`src/logic/emr_pkg.sv`:
```
// Constants and types shared by the external memory read cycle design
package emr_pkg;
  localparam int CLOCK_PERIOD_NS     = 10;
  localparam int PROC_PERIOD_NS      = 40;
  localparam int QUARTER_NS          = PROC_PERIOD_NS / 4;
  localparam int QUARTER_CYCLES_RAW  = (QUARTER_NS + CLOCK_PERIOD_NS - 1) / CLOCK_PERIOD_NS;
  localparam int QUARTER_CYCLES      = (QUARTER_CYCLES_RAW < 1) ? 1 : QUARTER_CYCLES_RAW;
  localparam int QUARTERS_PER_PERIOD = 4;
  localparam int HALF_QUARTERS       = 2;
  localparam int ADDR_WIDTH          = 14;
  localparam int WAIT_WIDTH          = 4;
  localparam int DIV_WIDTH           = 8;
  localparam int LOW_COUNT_WIDTH     = 16;

  localparam logic [1:0] SPACE_BOOT    = 2'h0;
  localparam logic [1:0] SPACE_DATA    = 2'h1;
  localparam logic [1:0] SPACE_PROGRAM = 2'h2;
  localparam logic [1:0] SPACE_IO      = 2'h3;

  localparam logic [3:0]            SELECT_IDLE  = 4'hF;
  localparam logic [ADDR_WIDTH-1:0] ADDR_RESET   = 14'h0000;
  localparam logic [WAIT_WIDTH-1:0] WAIT_RESET   = 4'h0;
  localparam logic [1:0]            PHASE_LAST   = 2'h3;

  typedef enum logic [1:0] {
    EMR_IDLE,
    EMR_SETUP,
    EMR_STROBE,
    EMR_HOLD
  } emr_state_type;
endpackage

```
`src/logic/emr_wait_if.sv`:
```
// Carrier between the read sequencer and its wait-state counter
`timescale 1ns/1ps
`default_nettype none
interface emr_wait_if;
  import emr_pkg::*;
  logic                  load;
  logic [WAIT_WIDTH-1:0] value;
  logic                  tick;
  logic                  run;
  logic                  zero;
  logic                  last;

  modport sequencer (output load, value, tick, run, input zero, last);
  modport counter (input load, value, tick, run, output zero, last);
endinterface
`default_nettype wire

```
`src/logic/emr_read_cycle.sv`:
```
// External memory read cycle sequencer with per-space wait states
// How it works
// - Address goes onto the 14-bit bus with the space select, same cycle.
// - Program and data address and data paths share one external bus.
// - Exactly one of four active-low space selects is low per access.
// - Read strobe falls a quarter processor period after address and select.
// - Data seen while the strobe is low is captured one clock after it rises.
// - Strobe low lasts half a period plus one period per wait state.
// - Each of the four spaces has its own 0 to 15 wait count.
// - Every wait state adds exactly one processor period to the access.
// - Address, select and strobe stay stable during the wait states.
`timescale 1ns/1ps
`default_nettype none
module emr_read_cycle
  import emr_pkg::*;
#(
  parameter int DATA_WIDTH = 24
) (
  // Clock and reset
  input  wire logic                  clock,
  input  wire logic                  reset,
  // Read requests from the core
  input  wire logic                  start_read,
  input  wire logic [1:0]            read_space,
  input  wire logic                  use_program_bus,
  input  wire logic [ADDR_WIDTH-1:0] program_address,
  input  wire logic [ADDR_WIDTH-1:0] data_address,
  // Wait-state counts per space
  input  wire logic [WAIT_WIDTH-1:0] boot_wait,
  input  wire logic [WAIT_WIDTH-1:0] program_wait,
  input  wire logic [WAIT_WIDTH-1:0] data_wait,
  input  wire logic [WAIT_WIDTH-1:0] io_wait,
  // Results to the core
  output logic                       busy,
  output logic                       read_done,
  output logic                       read_to_program,
  output logic [DATA_WIDTH-1:0]      read_data,
  output logic                       sample_request,
  // External pins
  input  wire logic                  conversion_irq_n,
  input  wire logic [DATA_WIDTH-1:0] external_data,
  output logic [ADDR_WIDTH-1:0]      external_address,
  output logic                       boot_space_select_n,
  output logic                       data_space_select_n,
  output logic                       program_space_select_n,
  output logic                       io_space_select_n,
  output logic                       read_strobe_n
);
  if (DATA_WIDTH < 1 || DATA_WIDTH > 32) begin : g_width_check
    $error("DATA_WIDTH must be 1 to 32");
  end
  if (QUARTER_CYCLES > 255) begin : g_quarter_check
    $error("quarter period too long for the divider");
  end

  typedef struct packed {
    emr_state_type         fsm;
    logic                  busy;
    logic [DIV_WIDTH-1:0]  div;
    logic                  half_done;
    logic                  base_step;
    logic [ADDR_WIDTH-1:0] addr;
    logic [3:0]            sel;
    logic                  strobe_n;
    logic [WAIT_WIDTH-1:0] waits;
    logic                  to_program;
    logic [DATA_WIDTH-1:0] data;
    logic                  done;
    logic [1:0]            irq_sync;
    logic                  irq_prev;
    logic                  sreq;
    logic [DATA_WIDTH-1:0] dsync0;
    logic [DATA_WIDTH-1:0] dsync1;
  } emr_core_type;

  emr_core_type          s;
  emr_core_type          next_s;
  logic                  tick;
  logic [WAIT_WIDTH-1:0] space_wait;
  logic [3:0]            space_onehot_n;
  logic                  accept;

  emr_wait_if wait_bus ();

  emr_wait_counter u_wait (
    .clock     (clock),
    .reset     (reset),
    .wait_port (wait_bus)
  );

  assign tick   = (s.div == DIV_WIDTH'(QUARTER_CYCLES - 1));
  assign accept = (s.fsm == EMR_IDLE) && start_read;

  always_comb begin
    case (read_space)
      SPACE_BOOT:    space_wait = boot_wait;
      SPACE_DATA:    space_wait = data_wait;
      SPACE_PROGRAM: space_wait = program_wait;
      SPACE_IO:      space_wait = io_wait;
      default:       space_wait = WAIT_RESET;
    endcase
    space_onehot_n = ~(4'h1 << read_space);
  end

  assign wait_bus.load  = accept;
  assign wait_bus.value = space_wait;
  assign wait_bus.tick  = tick;
  assign wait_bus.run   = (s.fsm == EMR_STROBE) && s.half_done;

  always_comb begin
    next_s      = s;
    next_s.done = 1'b0;
    next_s.sreq = 1'b0;
    // Conversion-complete request, two stages then edge detect
    next_s.irq_sync = {s.irq_sync[0], conversion_irq_n};
    next_s.irq_prev = s.irq_sync[1];
    if (s.irq_prev && !s.irq_sync[1]) begin
      next_s.sreq = 1'b1;
    end
    next_s.dsync0 = external_data;
    next_s.dsync1 = s.dsync0;
    next_s.div    = tick ? '0 : s.div + 8'h01;
    case (s.fsm)
      EMR_IDLE: begin
        if (start_read) begin
          next_s.fsm        = EMR_SETUP;
          next_s.div        = '0;
          next_s.addr       = use_program_bus ? program_address : data_address;
          next_s.to_program = use_program_bus;
          next_s.sel        = space_onehot_n;
          next_s.waits      = space_wait;
          next_s.half_done  = 1'b0;
          next_s.base_step  = 1'b0;
        end
      end
      EMR_SETUP: begin
        if (tick) begin
          next_s.fsm      = EMR_STROBE;
          next_s.strobe_n = 1'b0;
        end
      end
      EMR_STROBE: begin
        // Address and select hold here; only the strobe changes, on the release below
        if (tick) begin
          if (!s.half_done) begin
            if (s.base_step) begin
              if (wait_bus.zero) begin
                next_s.fsm = EMR_HOLD;
              end else begin
                next_s.half_done = 1'b1;
              end
            end else begin
              next_s.base_step = 1'b1;
            end
          end else if (wait_bus.last) begin
            next_s.fsm = EMR_HOLD;
          end
          if (next_s.fsm == EMR_HOLD) begin
            next_s.strobe_n = 1'b1;
          end
        end
      end
      EMR_HOLD: begin
        // Synchronised data trails the pin by two clocks, so the word
        // seen while the strobe was low is taken one clock after the rise
        if (s.div == '0) begin
          next_s.data = s.dsync1;
          next_s.done = 1'b1;
        end
        // Select released a quarter period after the strobe rises
        if (tick) begin
          next_s.fsm = EMR_IDLE;
          next_s.sel = SELECT_IDLE;
        end
      end
      default: begin
        next_s.fsm      = EMR_IDLE;
        next_s.sel      = SELECT_IDLE;
        next_s.strobe_n = 1'b1;
      end
    endcase
    next_s.busy = (next_s.fsm != EMR_IDLE);
  end

  always_ff @(posedge clock) begin
    if (reset) begin
      s <= '{fsm: EMR_IDLE, busy: 1'b0, div: '0, half_done: 1'b0, base_step: 1'b0,
             addr: ADDR_RESET, sel: SELECT_IDLE, strobe_n: 1'b1, waits: WAIT_RESET,
             to_program: 1'b0, data: '0, done: 1'b0, irq_sync: 2'h3, irq_prev: 1'b1,
             sreq: 1'b0, dsync0: '0, dsync1: '0};
    end else begin
      s <= next_s;
    end
  end

  assign busy                   = s.busy;
  assign read_done              = s.done;
  assign read_to_program        = s.to_program;
  assign read_data              = s.data;
  assign sample_request         = s.sreq;
  assign external_address       = s.addr;
  assign boot_space_select_n    = s.sel[SPACE_BOOT];
  assign data_space_select_n    = s.sel[SPACE_DATA];
  assign program_space_select_n = s.sel[SPACE_PROGRAM];
  assign io_space_select_n      = s.sel[SPACE_IO];
  assign read_strobe_n          = s.strobe_n;

  // Checking helpers
  logic [LOW_COUNT_WIDTH-1:0] low_count;
  logic [LOW_COUNT_WIDTH-1:0] setup_count;
  logic [LOW_COUNT_WIDTH-1:0] expected_low;
  logic [ADDR_WIDTH-1:0]      chosen_address;

  always_ff @(posedge clock) begin
    if (reset) begin
      low_count   <= '0;
      setup_count <= '0;
    end else begin
      low_count   <= read_strobe_n ? '0 : low_count + 16'h0001;
      setup_count <= (s.fsm == EMR_SETUP) ? setup_count + 16'h0001 : '0;
    end
  end

  assign chosen_address = use_program_bus ? program_address : data_address;
  assign expected_low = LOW_COUNT_WIDTH'(QUARTER_CYCLES
    * (HALF_QUARTERS + QUARTERS_PER_PERIOD * int'(s.waits)));
endmodule
`default_nettype wire

```
`src/logic/emr_wait_counter.sv`:
```
// Wait-state down-counter, one step per processor clock period
`timescale 1ns/1ps
`default_nettype none
module emr_wait_counter
  import emr_pkg::*;
(
  // Clock and reset
  input wire logic         clock,
  input wire logic         reset,
  // Sequencer side
  emr_wait_if.counter      wait_port
);
  typedef struct packed {
    logic [WAIT_WIDTH-1:0] count;
    logic [1:0]            phase;
  } emr_count_type;

  emr_count_type s;
  emr_count_type next_s;

  always_comb begin
    next_s = s;
    if (wait_port.load) begin
      next_s.count = wait_port.value;
      next_s.phase = 2'h0;
    end else if (wait_port.run && wait_port.tick && s.count != WAIT_RESET) begin
      next_s.phase = s.phase + 2'h1;
      if (s.phase == PHASE_LAST) begin
        next_s.count = s.count - 4'h1;
      end
    end
  end

  always_ff @(posedge clock) begin
    if (reset) begin
      s <= '{count: WAIT_RESET, phase: 2'h0};
    end else begin
      s <= next_s;
    end
  end

  assign wait_port.zero = (s.count == WAIT_RESET);
  assign wait_port.last = (s.count == 4'h1) && (s.phase == PHASE_LAST);
endmodule
`default_nettype wire

```
`config.mk`:
```
export PLATFORM = sky130hd
export DESIGN_NAME = emr_read_cycle
export DESIGN_NICKNAME = d
export VERILOG_FILES = /design/src/logic/emr_pkg.sv /design/src/logic/emr_wait_if.sv /design/src/logic/emr_read_cycle.sv /design/src/logic/emr_wait_counter.sv
export SDC_FILE = /design/constraint.sdc
export NUM_CORES = 1
export LEC_CHECK = 0
export BUFFER_PORTS_ARGS = -buffer_cell sky130_fd_sc_hd__buf_2
export CAP_MARGIN = 10
export CORE_ASPECT_RATIO = 0.5
export CORE_MARGIN = 1
export CORE_UTILIZATION = 41
export DETAILED_ROUTE_END_ITERATION = 8
export GPL_ROUTABILITY_DRIVEN = 0
export HOLD_SLACK_MARGIN = 0.1
export PLACE_DENSITY = 0.76
export SLEW_MARGIN = 40
export SYNTH_ARGS = -nofsm -noshare
export SYNTH_HDL_FRONTEND = slang
export SYNTH_SLANG_ARGS = --single-unit
```
`constraint.sdc`:
```
create_clock -name clock -period 2.65 [get_ports clock]
set_input_delay 0.53 -clock clock [delete_from_list [all_inputs] [get_ports clock]]
set_output_delay 0.53 -clock clock [all_outputs]
set_load 0.005 [all_outputs]
```
==> flow_metrics.tcl, run 1 <==
set metrics [dict create \
    max_stage_delay_ns 0.76 \
    cts_buffers 17 \
    cts_buffer_depth 2 \
    die-height_um 76.1 \
    clk_latency_ns 0.40 \
    period_needed_ns 2.26 \
    synth_nets 544 \
    rows 26 \
    maxCapViolCount 0 \
    hold_path_class "primary input to flip-flop" \
    critPathSlowestCell "or3_2" \
    synth_area_sq_mm 0.00451 \
    dieWidth_um 150 \
    p_sw_share_pct 24.0 \
    power_w 0.00431 \
    drt_iter0_drc 122 \
    areaGrowthSynthToFinish_pct 21.3 \
    critPathRequiredTime_ns 2.91 \
    hold_viol_final 0 \
    grt.met1_usage_pct 20.4 \
    r2r_slack_ns 0.39 \
    r2r_start "s[103]" \
    crit_start "s[103]" \
    use_met3_pct 6.17 \
    grt_max_degree 66 \
    grt_overflow_total 0 \
    antenna_left 0 \
    relSlewSlack_pct 58.7 \
    cts_tree "done" \
    tightest_slew_ns 0.619 \
    via_per_inst 4.61 \
    hold_slack_ns 0.308 \
    finalSetupViolations 0 \
    cts_max_level 4 \
    nNetsFinal 622 \
    path_clk_slew_ns 0.05 \
    outcome "completed" \
    synth.largest_area_cell "dfxtp_1" \
    avgSynthCellArea_sq_um 9.72 \
    ctsResizeCount 0 \
    crit_path_end_kind "flip-flop" \
    p_leak_nw 2.34 \
    ys_types 43 \
    grt_pass1_wl_mm 14.3 \
    fin_util_pct 52.4 \
    arrival_ns 2.52 \
    power_density_mw_per_mm2 789 \
    firstDrtPassIters 4 \
    rsz0062_at_grt "no" \
    final_area_sq_mm 0.00547 \
    finClkSkew_ns 0.00630 \
    combinationalPowerShare_pct 7.7 \
    vias 3201 \
    r2r_cells 6 \
    grt_busiest_layer "met2" \
    dpl_cell_area_sq_mm 0.00491 \
    cts-root-buf "clkbuf_16" \
    intPower_w 0.00328 \
    synth_top_flop_cell "dfxtp_1" \
    num_antenna_cells 0 \
    synth.most_common_cell "dfxtp_1" \
    ys_top_cells_by_count "dfxtp_1, nand2_1, nor2b_1" \
    ios 122 \
    grt_use_met2_pct 24.5 \
    die-area_sq_mm 0.0114 \
    start_kind "flip-flop" \
    grt_pass1_vias 2937 \
    async_reset_ff_share_pct 0 \
    crit_end "read_data[0]" \
    synthCells 464 \
    hold_buffers 0 \
    drive_gt1_share_pct 31.4 \
    synth_top_area_share_pct 51.5 \
    core_area_sq_mm 0.0104 \
    fillers 943 \
    critical_path.max_fanout 25 \
    r2r_end "read_data[0]" \
    cts_setup_buffers 0 \
    p_seq_share_pct 43.2 \
    yosysSeqAreaShare_pct 51.5 \
    synth_area_leaders "dfxtp_1, nor2b_1, buf_4" \
    p_clk_share_pct 49.2 \
    fin_setup_tns_ns 0 \
    grt_use_total_pct 16.1 \
    vdd_drop_max_mv 0.527 \
    start_util_pct 43.2 \
    hpwl_mm 5.79 \
    max_freq_mhz 443 \
    period_share_pct 85.2 \
    p_switching_w 0.00104 \
    path_class "flip-flop to flip-flop" \
    routedWlPerCell_um 12.4 \
    synth-edff-count 0 \
    ys_warn_count 0 \
    crit_chain "inv_1, ha_1, or3b_2, or3_2, nand2_1, a21oi_1" \
    ys_seq_elements 116 \
    clkSinkCount 116 \
    drv_slew 0 \
    antenna_found_initial 0 \
    drcViolationCount 0 \
    wl_mm 8.65 \
    portBuffers 121 \
]
==> power by group through the flow <==
| stage | sequential (W) | clock [W] | combinational [W] |
|---|---|---|---|
| floorplan | 0.00189 | 0 | 0.000251 |
| global placement | 0.00190 | 0 | 0.000326 |
| detailed placement | 0.00190 | 0 | 0.000334 |
| CTS | 0.00186 | 0.00216 | 0.000334 |
| global route | 0.00187 | 0.00225 | 0.000365 |
| finish | 0.00186 | 0.00212 | 0.000330 |
==> layer usage <==
layer  wire [um]  vias to the layer above
met2        4040                       65
li1            -                     1678
met1        4110                     1451
met3         453                        7
met5           0                        -
met4          53                        0
==> worst min path at each step <==
stage | end | depth (start not counted) | startpoint
after floorplan | next_s[49] | 1 | next_s[51]
after global placement | next_s[49] | 1 | next_s[51]
after detailed placement | next_s[49] | 1 | next_s[51]
after CTS | next_s[51] | 2 | conversion_irq_n
after global routing | next_s[51] | 2 | conversion_irq_n
final | next_s[51] | 2 | conversion_irq_n
==> sequential cells by signal, summed over array words and instances, names as in the netlist, 6 cells and up <==
| name | count |
|---|---|
| next_s | 26 |
| s | 37 |
| u_wait.s | 6 |
| external_address | 14 |
| read_data | 24 |
==> stage by stage <==
step	instances	setup slack, ns
floorplan	464	0.735
global placement	663	0.426
detailed placement	663	0.407
CTS	695	0.402
global route	695	0.298
finish	695	0.393
==> cell families after synthesis <==
family                     share of synthesized area, %
adders and majority gates                          1.39
buffers and inverters                              10.1
AOI/OAI and AO/OA                                  8.41
xor gates and xnor gates                           1.75
and+or+nand+nor                                    21.5
DFF                                                51.5
muxes                                              5.33
==> layout make-up <==
cell class | count | area [sq um] | area share [%]
well taps | 140 | 175 | 3.20
repair buffers | 126 | 646 | 11.8
flip-flops and latches | 116 | 2320 | 42.5
inverters | 7 | 26.3 | 0.480
clock inverters | 15 | 135 | 2.47
multi-input cells | 274 | 1740 | 31.8
clock buffers | 17 | 425 | 7.78
==> placed cells by master, fill, tap and decap left out, types with 5 or more instances in the layout <==
cell / instances
a211oi_1: 14
dfxtp_1: 116
buf_2: 120
buf_4: 6
nor2_1: 28
clkinvlp_4: 5
mux2i_1: 15
ha_1: 5
clkbuf_16: 17
nor2b_1: 48
nor3_1: 10
xor2_1: 5
nand2_1: 57
nand3_1: 7
inv_1: 7
a21oi_1: 27
==> worst max-delay path: cells and delay by family (launching register included) <==
family | cells | cell delay, ns
flops | 1 | 0.35
fa+ha+maj | 1 | 0.14
buf+inv | 1 | 0.07
compound gates | 1 | 0.07
simple gates | 3 | 1.49
No activity file was read; power rests on OpenSTA's default activity.
==> run 2, diff against run 1 <==
--- a/config.mk
+++ b/config.mk
@@ -9,11 +9,11 @@
 export CAP_MARGIN = 10
 export CORE_ASPECT_RATIO = 0.5
 export CORE_MARGIN = 1
-export CORE_UTILIZATION = 41
+export CORE_UTILIZATION = 50
 export DETAILED_ROUTE_END_ITERATION = 8
 export GPL_ROUTABILITY_DRIVEN = 0
 export HOLD_SLACK_MARGIN = 0.1
-export PLACE_DENSITY = 0.76
+export PLACE_DENSITY = 0.88
 export SLEW_MARGIN = 40
 export SYNTH_ARGS = -nofsm -noshare
 export SYNTH_HDL_FRONTEND = slang
==> flow_metrics.tcl, run 2 (synthesis gave the netlist of run 1 again) <==
set metrics [dict create \
    via_per_inst 4.85 \
    grt_pass1_vias 3159 \
    nNetsFinal 623 \
    rsz0062_at_grt "no" \
    most-common-layout-cells "buf_2, dfxtp_1, nand2_1, nor2b_1, nor2_1" \
    tightest_slew_ns 0.716 \
    grt_use_total_pct 19.5 \
    max_freq_mhz 483 \
    grt_pass1_wl_mm 14.0 \
    die-area_sq_mm 0.00942 \
    outcome "completed" \
    vdd_drop_max_mv 0.570 \
    hpwl_mm 5.75 \
    critical_path.max_fanout 25 \
    placedCellCount 641 \
    grt.met1_usage_pct 21.3 \
    stdcell_count 673 \
    hold_path_class "primary input to flip-flop" \
    vias 3263 \
    critPathSlowestCell "or3b_2" \
    portBuffers 121 \
    path_class "flip-flop to flip-flop" \
    period_needed_ns 2.07 \
    rows 24 \
    dieWidth_um 136 \
    grt_overflow_total 0 \
    crit_chain "inv_1, ha_1, or3b_2, or3_1, buf_4, nand2_1, a21oi_1" \
    drv_slew 0 \
    cts_setup_buffers 0 \
    grt_busiest_layer "met2" \
    maxCapViolCount 0 \
    grt_use_met2_pct 33.3 \
    regMostFlops "s" \
    max_stage_delay_ns 0.56 \
    antenna_left 0 \
    hold_viol_final 0 \
    finClkSkew_ns 0.00820 \
    fillers 688 \
    final_common_cell "buf_2" \
    start_kind "flip-flop" \
    areaGrowthSynthToFinish_pct 22.1 \
    cts_buffer_depth 2 \
    relSlewSlack_pct 52.1 \
    arrival_ns 2.33 \
    firstDrtPassIters 4 \
    ios 122 \
    use_met3_pct 6.99 \
    fin_setup_tns_ns 0 \
    cts_tree "done" \
    antenna_found_initial 0 \
    cts-root-buf "clkbuf_16" \
    power_density_mw_per_mm2 828 \
    path_clk_slew_ns 0.05 \
    cts_buffers 17 \
    num_antenna_cells 0 \
    crit_path_end_kind "flip-flop" \
    period_share_pct 78.2 \
    wl_mm 8.41 \
    finalSetupViolations 0 \
    cts_max_level 4 \
    ctsResizeCount 0 \
    start_util_pct 51.6 \
    largest_reg_flops 37 \
    drt_iter0_drc 125 \
    power_w 0.00456 \
    p_leak_nw 2.37 \
    die-height_um 69.1 \
    drive_gt1_share_pct 30.8 \
    grt_max_degree 64 \
    drcViolationCount 0 \
    critPathRequiredTime_ns 2.90 \
    clk_latency_ns 0.41 \
    core_area_sq_mm 0.00874 \
    hold_buffers 0 \
    clkSinkCount 116 \
    routedWlPerCell_um 12.5 \
]
run 2: changes by cell type in the layout (fill, tap and decap cells not counted), sizes merged:
cell and change:
clkbuf +3, clkinv -4, bufinv +3, buf +1
clkinvlp -2
run 2: routing by layer:
metal  wire length [um]  part of all wire (%)
met3                528                   6.3
met5                  0                     0
met4                136                   1.6
met1               3640                    43
met2               4100                    49
run 2: worst max-delay path, delay by kind of cell (launching register included):
family                   cells  cell delay, ns
flip-flops                   1            0.34
buffers and inverters        2            0.30
AO/OA/AOI/OAI                1            0.07
AND/OR/NAND/NOR              3            1.05
adder cells (fa/ha/maj)      1            0.15
run 2: layout make-up:
class / instances / area (sq um) / area share [%]
Clock buffer: 20 / 437 / 7.94
Clock inverter: 12 / 179 / 3.25
Inverter: 7 / 26.3 / 0.477
Multi-Input combinational cell: 274 / 1740 / 31.6
Sequential cell: 116 / 2320 / 42.2
Tap cell: 117 / 146 / 2.66
Timing Repair Buffer: 127 / 653 / 11.9
run 2: worst paths after layout:
check,from,cells after the start,slack [ns],to
worst max-delay path,s[103],7,0.58,read_data[3]
worst min-delay path,conversion_irq_n,2,0.32,next_s[51]
worst max register to register,s[103],7,0.58,read_data[3]
worst min register to register,s[49],2,0.41,sample_request
run 2: metrics by stage:
| stage | util [%] | cell area (sq um) | worst slack [ns] | hold WS (ns) |
|---|---|---|---|---|
| final | 63.0 | 5500 | 0.578 | 0.321 |
| after detailed placement | 55.9 | 4890 | 0.607 | 0.408 |
| after floorplan | - | 4510 | 0.735 | 0.389 |
| after global placement | 55.9 | 4890 | 0.673 | 0.392 |
| after global routing | 63.0 | 5500 | 0.417 | 0.310 |
| after CTS | 63.0 | 5500 | 0.594 | 0.302 |
run 2: where the power goes:
group / internal (W) / total [W] / switching [W]
Combinational: 0.000160 / 0.000330 / 0.000170
Clock: 0.00157 / 0.00237 / 0.000791
Sequential: 0.00183 / 0.00186 / 0.0000374
==> run 3, diff against run 2 <==
--- a/config.mk
+++ b/config.mk
@@ -9,11 +9,11 @@
 export CAP_MARGIN = 10
 export CORE_ASPECT_RATIO = 0.5
 export CORE_MARGIN = 1
-export CORE_UTILIZATION = 50
+export CORE_UTILIZATION = 47
 export DETAILED_ROUTE_END_ITERATION = 8
 export GPL_ROUTABILITY_DRIVEN = 0
 export HOLD_SLACK_MARGIN = 0.1
-export PLACE_DENSITY = 0.88
+export PLACE_DENSITY = 0.87
 export SLEW_MARGIN = 40
 export SYNTH_ARGS = -nofsm -noshare
 export SYNTH_HDL_FRONTEND = slang
==> constraint.sdc (replaced) <==
create_clock -name clock -period 1.8 [get_ports clock]
set_input_delay 0.36 -clock clock [delete_from_list [all_inputs] [get_ports clock]]
set_output_delay 0.36 -clock clock [all_outputs]
set_load 0.005 [all_outputs]
==> flow_metrics.tcl, run 3 (synthesis gave the netlist of run 1 again) <==
set metrics [dict create \
    outcome "complete, but fails checks" \
    violations "negative setup slack" \
    final_common_cell "buf_2" \
    critical_path.max_fanout 12 \
    p_clk_share_pct 50.8 \
    drcViolationCount 0 \
    p_seq_share_pct 41.1 \
    power_w 0.00668 \
    critPathRequiredTime_ns 2.06 \
    intPower_w 0.00515 \
    areaGrowthSynthToFinish_pct 27.6 \
    start_kind "flip-flop" \
    cts_buffers 17 \
    tightest_slew_ns 0.448 \
    post-place-ws_ns -0.0131 \
    relSlewSlack_pct 70.1 \
    period_share_pct 101 \
    clkSinkCount 116 \
    combinationalPowerShare_pct 8.1 \
    p_sw_share_pct 22.9 \
    start_util_pct 50.0 \
    path_class "flip-flop to flip-flop" \
    crit_path_end_kind "flip-flop" \
    wl_met3_um 441 \
    grt_pass1_vias 3366 \
    dieWidth_um 141 \
    hold_end "next_s[51]" \
    grt_max_degree 44 \
    grt_use_total_pct 19.0 \
    ios 122 \
    nNetsFinal 641 \
    met1_length_mm 4.20 \
    firstDrtPassIters 4 \
    largest_reg_flops 37 \
    fin_util_pct 63.9 \
    drt_iter0_drc 161 \
    vias 3381 \
    via_per_inst 4.89 \
    wl_met2_mm 4.56 \
    cts-root-buf "clkbuf_16" \
    antenna_left 0 \
    rsz0062_at_grt "yes" \
    arrival_ns 2.09 \
    p_switching_w 0.00153 \
    r2r_slack_ns -0.03 \
    r2r_end "read_data[4]" \
    grt_pass1_wl_mm 14.8 \
    hold_depth 2 \
    maxCapViolCount 0 \
    cts_buffer_depth 2 \
    drive_gt1_share_pct 36.2 \
    wl_mm 9.30 \
    clk_latency_ns 0.40 \
    min_from "conversion_irq_n" \
    num_antenna_cells 0 \
    power_density_mw_per_mm2 1160 \
    most-common-layout-cells "buf_2, dfxtp_1, nand2_1, nor2b_1, nor2_1" \
    hold_viol_final 0 \
    routedWlPerCell_um 13.5 \
    r2r_cells 5 \
    cts_tree "done" \
    finalSetupViolations 16 \
    die-height_um 71.3 \
    hold_slack_ns 0.147 \
    hpwl_mm 6.16 \
    regMostFlops "s" \
    core_area_sq_mm 0.00901 \
    rows 24 \
    hold_path_class "primary input to flip-flop" \
    finClkSkew_ns 0.00873 \
    drv_slew 0 \
    fin_setup_tns_ns -0.191 \
    grt_overflow_total 0 \
    period_needed_ns 1.83 \
    fin_ws_ns -0.0257 \
    top_layer "met4" \
    die-area_sq_mm 0.0100 \
    path_clk_slew_ns 0.06 \
    p_leak_nw 2.51 \
    portBuffers 121 \
    hold_buffers 0 \
    antenna_found_initial 0 \
    vdd_drop_max_mv 0.672 \
    cts_max_level 4 \
    max_freq_mhz 548 \
    r2r_start "s[110]" \
]
## run 3: worst max path at each step
| stage | end | start | slack (ns) |
|---|---|---|---|
| floorplan | read_data[5] | s[103] | 0.007 |
| global placement | s[112] | s[110] | 0.001 |
| detailed placement | u_wait.s[5] | s[103] | -0.01 |
| CTS | u_wait.s[5] | s[103] | -0.04 |
| global route | read_data[12] | s[110] | -0.07 |
| finish | read_data[4] | s[110] | -0.03 |
## run 3: metrics by stage
stage | area (sq um) | std cells
floorplan | 4510 | 464
global placement | 5040 | 656
detailed placement | 5040 | 656
CTS | 5650 | 689
global route | 5750 | 691
finish | 5750 | 691
## run 3: final cells by class
cell class | instances | area (sq um)
inverters | 7 | 26.3
repair buffers | 145 | 847
multi-input cells | 274 | 1810
flip-flops and latches | 116 | 2320
clock buffers | 18 | 429
well taps | 117 | 146
clock inverters | 14 | 176
fillers | 690 | 3250
## run 3: per-layer routing
metal  track usage (%)  up-vias
met1              21.0     1559
met2              34.5      104
li1                  -     1708
met3              5.41       10
met4              8.94        0
met5                 0        -
## run 3: timing repair
| action | in CTS | in global routing |
|---|---|---|
| setup buffers | 1 | 1 |
| gates resized for setup | 0 | 19 |
| gates cloned | 0 | 1 |
| endpoints found under the setup margin | 20 | 32 |
| pin swaps | 1 | 8 |
## run 3: power groups by stage
| stage | clock [W] | combinational (W) | sequential (W) |
|---|---|---|---|
| final | 0.00340 | 0.000540 | 0.00275 |
| after global routing | 0.00358 | 0.000598 | 0.00276 |
| after detailed placement | 0 | 0.000524 | 0.00280 |
| after floorplan | 0 | 0.000370 | 0.00278 |
| after global placement | 0 | 0.000508 | 0.00279 |
| after CTS | 0.00345 | 0.000525 | 0.00274 |
## run 3: critical path, cell delays in order, from the launching register on
cell and delay, ns:
dfxtp_1 0.31, or4_4 0.60, or3_4 0.46, clkbuf_16 0.19, nand2_1 0.07, a21oi_1 0.06
